[src/common/gfel_map.svh]
/*
  Offsets, field layout and reset values of the global error log pair.
  Assumes inclusion by bare name from any file that needs these numbers.
*/
`ifndef GFEL_MAP_SVH
`define GFEL_MAP_SVH

`define GFEL_FIRST_OFS     8'h40
`define GFEL_NEXT_OFS      8'h44
`define GFEL_LOG_RESET     32'h0000_0000
`define GFEL_IMPL_MASK     32'h0FFC_7FF0
`define GFEL_FATAL_MASK    32'h0FFC_0000
`define GFEL_NONFATAL_MASK 32'h0000_7FF0
`define GFEL_FATAL_MSB     27
`define GFEL_FATAL_LSB     18
`define GFEL_NONFATAL_MSB  14
`define GFEL_NONFATAL_LSB  4
`define GFEL_N_FATAL       10
`define GFEL_N_NONFATAL    11
`define GFEL_N_PCIE        6

`endif

[src/common/gfel_pkg.sv]
/*
  Types shared by the global error log design files.
  Assumes nothing beyond a SystemVerilog compiler.
*/
`default_nettype none

package gfel_pkg;
  typedef logic [31:0] gfel_word_t;

  typedef enum logic [1:0] {
    GFEL_RSEL_NONE  = 2'b00,
    GFEL_RSEL_FIRST = 2'b01,
    GFEL_RSEL_NEXT  = 2'b10
  } gfel_rsel_t;
endpackage

`default_nettype wire

[src/rtl/gfel_err_map.sv]
/*
  Places per-unit error reports on their global log bit positions.
  Assumes unit reports are single-cycle, synchronous, already unmasked.
*/
`timescale 1ns/1ps
`default_nettype none
`include "gfel_map.svh"

module gfel_err_map
  import gfel_pkg::*;
(
  input  wire logic [`GFEL_N_FATAL-1:0]    i_fatal_err,
  input  wire logic [`GFEL_N_NONFATAL-1:0] i_unc_nf_err,
  input  wire logic [`GFEL_N_NONFATAL-1:0] i_corr_err,
  output var gfel_word_t                   o_events
);
  // correctable and uncorrectable-non-fatal fold into one class
  wire logic [`GFEL_N_NONFATAL-1:0] nonfatal_ev;
  assign nonfatal_ev = i_unc_nf_err | i_corr_err;

  // only the unit summary lands here; detail stays in unit logs
  assign o_events = {4'h0, i_fatal_err, 3'h0, nonfatal_ev, 4'h0};
endmodule

`default_nettype wire

[src/rtl/gfel_top.sv]
/*
  Global first/next error log pair with its configuration-space port.
  Assumes synchronous single-cycle config accesses and unit error pulses;
  i_srst is the ordinary reset, i_por the power-on clear of the logs.
*/
`timescale 1ns/1ps
`default_nettype none
`include "gfel_map.svh"

// Summary of operation
// Every implemented first-log bit keeps its value through the ordinary reset.
// A global bit is set for every unit-level error, independent of any signalling enable.
// The first fatal error and the first non-fatal error are captured independently.
// Once the first log holds an error of a class, later errors of it go to the next log.
// While a class field of the first log is set, no further bit of it is set until cleared.
// All errors of a class reported in the same cycle as its first one are latched together.
// Writing one clears a bit and writing zero leaves it unchanged.
// Correctable and uncorrectable non-fatal errors are both logged as non-fatal.
// Fatal bits 27..24 are DRAM channel, system bus, hub link and DMA controller.
// Fatal bits 23..18 are PCI Express ports A, A1, B, B1, C and C1.
// Non-fatal bits 14..10 are buffers, DRAM, system bus, hub link and DMA.
// Non-fatal bits 9..4 are PCI Express ports A, A1, B, B1, C and C1.
// Global bits only summarise units; detailed conditions live in unit logs.
// The next log uses the same bit layout and is also sticky through reset.
// Reserved bits 31..28, 17..15 and 3..0 read zero and ignore writes.
module gfel_top
  import gfel_pkg::*;
#(
  parameter int N_PCIE = `GFEL_N_PCIE
)(
  input  wire logic                        i_mclk,
  input  wire logic                        i_srst,
  input  wire logic                        i_por,
  input  wire logic [`GFEL_N_FATAL-1:0]    i_fatal_err,
  input  wire logic [`GFEL_N_NONFATAL-1:0] i_unc_nf_err,
  input  wire logic [`GFEL_N_NONFATAL-1:0] i_corr_err,
  input  wire logic                        i_cfg_wr,
  input  wire logic                        i_cfg_rd,
  input  wire logic [7:0]                  i_cfg_addr,
  input  wire logic [3:0]                  i_cfg_be,
  input  wire logic [31:0]                 i_cfg_wdata,
  output logic [31:0]                      o_cfg_rdata,
  output logic                             o_cfg_rvalid,
  output logic [31:0]                      o_first_log,
  output logic [31:0]                      o_next_log
);

  if (N_PCIE != `GFEL_N_PCIE) begin : g_chk
    $error("gfel_top: bit layout serves exactly six PCI Express ports");
  end

  function automatic gfel_word_t be_mask(input logic [3:0] be);
    be_mask = {{8{be[3]}}, {8{be[2]}}, {8{be[1]}}, {8{be[0]}}};
  endfunction

  gfel_word_t first_r;
  gfel_word_t first_nxt;
  gfel_word_t next_r;
  gfel_word_t next_nxt;
  gfel_word_t rdata_r;
  gfel_word_t rdata_nxt;
  logic       rvalid_r;

  gfel_word_t events;
  gfel_word_t first_set;
  gfel_word_t next_set;
  gfel_word_t clr_first;
  gfel_word_t clr_next;
  gfel_rsel_t rsel;
  wire logic  fatal_empty;
  wire logic  nonfatal_empty;
  wire logic  wr_first;
  wire logic  wr_next;

  gfel_err_map u_map (
    .i_fatal_err  (i_fatal_err),
    .i_unc_nf_err (i_unc_nf_err),
    .i_corr_err   (i_corr_err),
    .o_events     (events)
  );

  // each class gates its own field, so a fatal capture never blocks
  // a first non-fatal capture and vice versa
  assign fatal_empty    = ~|(first_r & `GFEL_FATAL_MASK);
  assign nonfatal_empty = ~|(first_r & `GFEL_NONFATAL_MASK);

  // a whole cycle's worth of same-class events is taken at once
  assign first_set = (fatal_empty    ? (events & `GFEL_FATAL_MASK)    : '0)
                   | (nonfatal_empty ? (events & `GFEL_NONFATAL_MASK) : '0);
  assign next_set  = events & ~first_set;

  assign wr_first  = i_cfg_wr && (i_cfg_addr == `GFEL_FIRST_OFS);
  assign wr_next   = i_cfg_wr && (i_cfg_addr == `GFEL_NEXT_OFS);
  assign clr_first = wr_first ? (i_cfg_wdata & be_mask(i_cfg_be) & `GFEL_IMPL_MASK) : '0;
  assign clr_next  = wr_next  ? (i_cfg_wdata & be_mask(i_cfg_be) & `GFEL_IMPL_MASK) : '0;

  // set beats clear: an event in the clearing cycle is never lost
  assign first_nxt = (first_r & ~clr_first) | first_set;
  assign next_nxt  = (next_r  & ~clr_next)  | next_set;

  assign rsel = !i_cfg_rd                     ? GFEL_RSEL_NONE  :
                (i_cfg_addr == `GFEL_FIRST_OFS) ? GFEL_RSEL_FIRST :
                (i_cfg_addr == `GFEL_NEXT_OFS)  ? GFEL_RSEL_NEXT  : GFEL_RSEL_NONE;

  always_comb begin
    case (rsel)
      GFEL_RSEL_FIRST: rdata_nxt = first_r & `GFEL_IMPL_MASK;
      GFEL_RSEL_NEXT:  rdata_nxt = next_r  & `GFEL_IMPL_MASK;
      default:         rdata_nxt = '0;
    endcase
  end

  // logs ignore i_srst on purpose so software can read them after the
  // reset that often follows a fatal error; only power-on clears them
  always_ff @(posedge i_mclk) begin
    if (i_por) begin
      first_r <= `GFEL_LOG_RESET;
      next_r  <= `GFEL_LOG_RESET;
    end else begin
      first_r <= first_nxt;
      next_r  <= next_nxt;
    end
  end

  always_ff @(posedge i_mclk) begin
    if (i_srst || i_por) begin
      rdata_r  <= '0;
      rvalid_r <= 1'b0;
    end else begin
      rdata_r  <= rdata_nxt;
      rvalid_r <= i_cfg_rd;
    end
  end

  assign o_cfg_rdata  = rdata_r;
  assign o_cfg_rvalid = rvalid_r;
  assign o_first_log  = first_r;
  assign o_next_log   = next_r;

  wire logic quiet;
  assign quiet = ~|events && !i_cfg_wr;
endmodule

`default_nettype wire

[config.mk]
export PLATFORM = sky130hd
export DESIGN_NAME = gfel_top
export DESIGN_NICKNAME = d
export VERILOG_FILES = /design/src/common/gfel_pkg.sv /design/src/rtl/gfel_err_map.sv /design/src/rtl/gfel_top.sv
export VERILOG_INCLUDE_DIRS = /design/src /design/src/common
export SDC_FILE = /design/constraint.sdc
export NUM_CORES = 1
export LEC_CHECK = 0
export ABC_AREA = 1
export ABC_CLOCK_PERIOD_IN_PS = 2350
export BUFFER_PORTS_ARGS = -buffer_cell sky130_fd_sc_hd__buf_2
export CORE_UTILIZATION = 30
export DETAILED_ROUTE_END_ITERATION = 10
export HOLD_SLACK_MARGIN = 0.03
export PLACE_DENSITY_LB_ADDON = 0.08
export SLEW_MARGIN = 20
export SYNTH_ARGS = -nofsm -noshare
export SYNTH_HDL_FRONTEND = slang
export SYNTH_HIERARCHICAL = 1
export SYNTH_SLANG_ARGS = --single-unit
[constraint.sdc]
create_clock -name i_mclk -period 2.35 [get_ports i_mclk]
set_clock_uncertainty 0.2 [all_clocks]
set_input_delay 0.235 -clock i_mclk [delete_from_list [all_inputs] [get_ports i_mclk]]
set_output_delay 0.235 -clock i_mclk [all_outputs]
set_load 0.03 [all_outputs]
Word-level counts from Yosys, hierarchy flattened:

Cells that the tools add are included.

* bits in registers: 97
* output and inout bits: 97
* input port bits: 81
* word-level logic and storage cells: 32

* mux-type cells: 8
* eq/ne operators: 4
* reductions and logical operators: 5
* bitwise logic cells: 11

Operators with widths (number)
* NOT 28 -> 32 bit: 3
* 2-to-1 mux 28 bit: 3
* AND 32 bit: 2
* one-hot mux 28 bit (2 select lines): 1
* AND 28 x 32 -> 32 bit: 1
* bitwise OR 32 x 28 -> 32 bit: 1
* bitwise OR 32 bit: 1
* AND 28 bit: 1
* bitwise OR 28 x 15 -> 28 bit: 1
* equality test 8 x 7 -> 1 bit (second input constant): 2
* 2-to-1 mux 15 bit: 1
* bitwise OR 11 bit: 1
* OR reduction 11 bit: 1
* OR reduction 10 bit: 1
* 2-to-1 mux 2 bit: 3
* equality test 2 x 1 -> 1 bit (second input constant): 1
* equality test 2 bit (second input constant): 1
* logical AND 1 bit: 2
* logical OR 1 bit: 1

Logic depth before layout (Yosys ltp):

* depth in word-level cells: 6
* gate-level depth with buffers: 11
* mapped depth without buffers: 9

Cells and area by module:

The synthesis kept the hierarchy.

Modules (own cells, without submodules)
* gfel_top: sequential area each 1501.4 sq um, times used 1, area each 3405.8 sq um, cells an instance 466
* gfel_err_map: sequential area each 0.0 sq um, times used 1, area each 285.3 sq um, cells an instance 55

Worst setup path before layout:

No wires, ideal clock.

* path kind: input port to flip-flop
* from: in i_cfg_addr[3]
* to: reg rdata_r[10], in the netlist o_cfg_rdata[10]
* path buffers: 2
* required time: 2084 ps
* arrival: 1560 ps
* setup slack: 524 ps
* stages: 9
* library setup time: 66 ps
* cell sequence: inv_1 nand2_1 nor2_1 buf_2 nand3_1 ha_1 or2_4 buf_6 a21oi_2

* word-level cells in the longest chain between the ends: 6
* elaborated cells on any way between the ends: 8
* classes of those cells: eq/ne (4); mux (4)

Ends and longest elaborated chain
* from (decl): RTL line gfel_top.sv:39 `input wire logic [7:0] i_cfg_addr,`
* equality test 8 x 7 -> 1 bit (no line)
* 2-to-1 mux 2 bit: RTL line gfel_top.sv:103 `` (i_cfg_addr == `GFEL_NEXT_OFS) ? GFEL_RSEL_NEXT : GFEL_RSEL_NONE; ``
* 2-to-1 mux 2 bit *: RTL line gfel_top.sv:102 `` (i_cfg_addr == `GFEL_FIRST_OFS) ? GFEL_RSEL_FIRST : ``
* 2-to-1 mux 2 bit *: RTL line gfel_top.sv:101 `assign rsel = !i_cfg_rd ? GFEL_RSEL_NONE :`
* equality test 2 bit or equality test 2 x 1 -> 1 bit (tied branches): RTL line gfel_top.sv:106 `case (rsel)`
* one-hot mux 28 bit (2 select lines) *: RTL line gfel_top.sv:106
* to (signal assigned): RTL line gfel_top.sv:130 `rdata_r <= rdata_nxt;`
* to (decl): RTL line gfel_top.sv:60 `gfel_word_t rdata_r;`

Every way passes the cells marked *; elsewhere a longest branch is shown, timed or not.
A chain may end at the register's enable or synchronous reset.

Worst setup path after layout:

* from: in i_cfg_rd
* to: reg rdata_r[8], in the netlist o_cfg_rdata[8]

* word-level cells in the longest chain between the ends: 3
* elaborated cells on any way between the ends: 4
* classes of those cells: eq/ne (2); mux (2)

Ends and longest elaborated chain
* from (decl): RTL line gfel_top.sv:38 `input wire logic i_cfg_rd,`
* 2-to-1 mux 2 bit *: RTL line gfel_top.sv:101
* equality test 2 bit or equality test 2 x 1 -> 1 bit (tied branches): RTL line gfel_top.sv:106
* one-hot mux 28 bit (2 select lines) *: RTL line gfel_top.sv:106

Marks and branches as above.

==> summary.txt <==
outcome = completed
vias in the first global route = 3,380
nets = 745
largest net degree at the start of global routing = 54
ys async rst share = 0%
H-tree depth = 3
Via density = 4.48
worst hold path type = input pin to flop
CP Launch Type = input pin
Setup Slack @ Placement = 0.430 ns
initial antenna violation count = 0
Crit Path Max Fanout = 21
Initial Util = 30.7%
first-pass GRT wire length = 17.3 mm
Peak VDD IR = 0.000362 V
Finished Core Util = 39.3%
GRT Total Usage = 17.9%
Post-Syn Area = 3690 sq um
Max Fclk = 543 MHz
1st-pass router iterations = 6
Final Max Slew Viols = 0
synth cell count leaders = 146 x nand2_1, 75 x dfxtp_1, 53 x inv_1
Diodes inserted = 0
DRT antenna net count = 0
Die X = 113 um
Area contributors post-synth = dfxtp_1 41%, nand2_1 15%, buf_4 8.7%, a21oi_1 5.8%, inv_1 5.4%
count of different cell masters after synthesis = 18
Avg Inst Size Synth = 7.08 sq um
Seq/Total Area, Yosys = 40.7%
Max clock buf depth = 2
routability congestion estimate = 0.791
clk slew on worst S/H paths = 0.06 ns
DR WL/cell = 13.6 um
core region area = 12,000 sq um
Post-CTS Setup Repair Bufs = 0
Post-synth EDFFs = 0
Post-Route Setup TNS = 0 ns
Critical Path AT = 1.91 ns
Synthesis Warnings = 6
Residual DRC = 0
final worst-path cycle share = 78.4%
Req. time, crit path = 2.42 ns
# setup viols final = 0
Power Dens Cells = 1010 nW/um^2
DRT iter0 DRCs = 145
power consumption = 4.75 mW
# resized after CTS = 0
Slew Limit Headroom = 60.6%
RSZ-0062 raised after global routing = no
non-filler cells, final = 813
top-level port count = 178
final hold vios = 0
Synth Instances = 521
Final WS setup = 0.508 ns
dpl cells = 786
area leader, netlist = dfxtp_1
#FFs+latches synth = 75
Rows = 40
CTS tree = done
count leader, synth = nand2_1
Layout area overhead = 27.8%
DP Wirelength = 7.63 mm
CTS Root Cell = clkbuf_16
total CTS buffers = 9
Setup crit end kind = flop
clk sinks = 75
share of cells above drive strength 1 = 29.6%
Max-Cap Viols = 0
Leak Pwr = 2.41 nW
fin crit period = 1.84 ns
vias = 3,640
Die Area = 12,800 sq um
Synth top area share = 40.7%
port buffer count = 144
ys flop type = dfxtp_1
critical path class = input pin to flop
later-pin clock latency in the skew report = 0.34 ns
total wire length = 11.1 mm
grt ovf = 0
height of the die = 113 um
measured slew at the worst slew-check pin = 0.591 ns
## area by class of cell
cell class / instances / area [sq um]
fill: 1298 / 7290
multi-input combinational: 353 / 1630
sequential: 75 / 1500
timing repair buffer: 170 / 946
clock buffer: 12 / 246
inverter: 53 / 199
tap: 147 / 184
clock inverter: 3 / 15.0
## path summary, 6_finish.rpt
path / from / end / slack (ns) / cells past startpoint
worst max-delay path: i_cfg_rd / o_cfg_rdata[8] / 0.51 / 6
worst min-delay path: i_corr_err[7] / o_next_log[11] / 0.06 / 5
worst max register to register: o_first_log[4] / o_next_log[7] / 0.74 / 5
worst min register to register: o_next_log[28] / o_next_log[28] / 0.26 / 2
## metrics by stage
step,hold slack [ns],area [sq um]
2_1_floorplan,0.147,3810
3_3_place_gp,0.242,4340
3_5_place_dp,0.251,4340
4_1_cts,0.0526,4720
5_1_grt,0.0721,4720
6_report,0.0588,4720
## flip-flops by register name, indices dropped and copies added, names as in the netlist
name,count
o_cfg_rvalid,1
o_next_log,32
o_cfg_rdata,21
o_first_log,21
## cell families (layout without fill, tap and decap cells)
logic type / Yosys count / count (layout) / synth area share (%)
and+or+nand+nor: 245 / 245 / 28.0
buffers and inverters: 124 / 238 / 18.5
DFF: 75 / 75 / 40.7
AOI/OAI and AO/OA: 73 / 73 / 11.9
adders and majority gates: 2 / 2 / 0.678
other: 2 / 33 / 0.203
## routing by layer
metal	GRT usage, %	routed length, um
met4	8.25	234
met1	23.0	5050
met2	29.1	5090
met3	3.37	687
met5	0	0
## cells in the final DEF, fill, tap and decap left out
master / n
a21oi_1: 43
a21oi_2: 20
buf_2: 144
buf_4: 14
clkbuf_1: 2
clkbuf_16: 9
clkbuf_8: 1
clkinv_2: 3
conb_1: 33
dfxtp_1: 75
dlygate4sd3_1: 12
ha_1: 2
inv_1: 53
nand2_1: 146
nand3_1: 34
nand4_1: 21
nor2_1: 36
nor2_2: 5
o21ai_0: 10
or2_1: 2
or2_4: 1
## critical path, cell delays in order
cell	delay (ns)
dlygate4sd3_1	0.52
buf_2	0.14
nand3_1	0.12
ha_1	0.31
or2_4	0.42
a21oi_2	0.16
## timing repair
action | in CTS | in global routing
hold endpoints to repair | 21 | 0
endpoints found under the setup margin | 0 | 0
hold buffers | 12 | 0
## power by group
part	switching (mW)	internal [mW]	leakage, nW
clock network	0.514	0.733	0.132
logic	1.22	0.530	1.66
registers	0.224	1.53	0.618
total	1.96	2.79	2.41
Note: power is estimated with default switching activity, not from simulation.
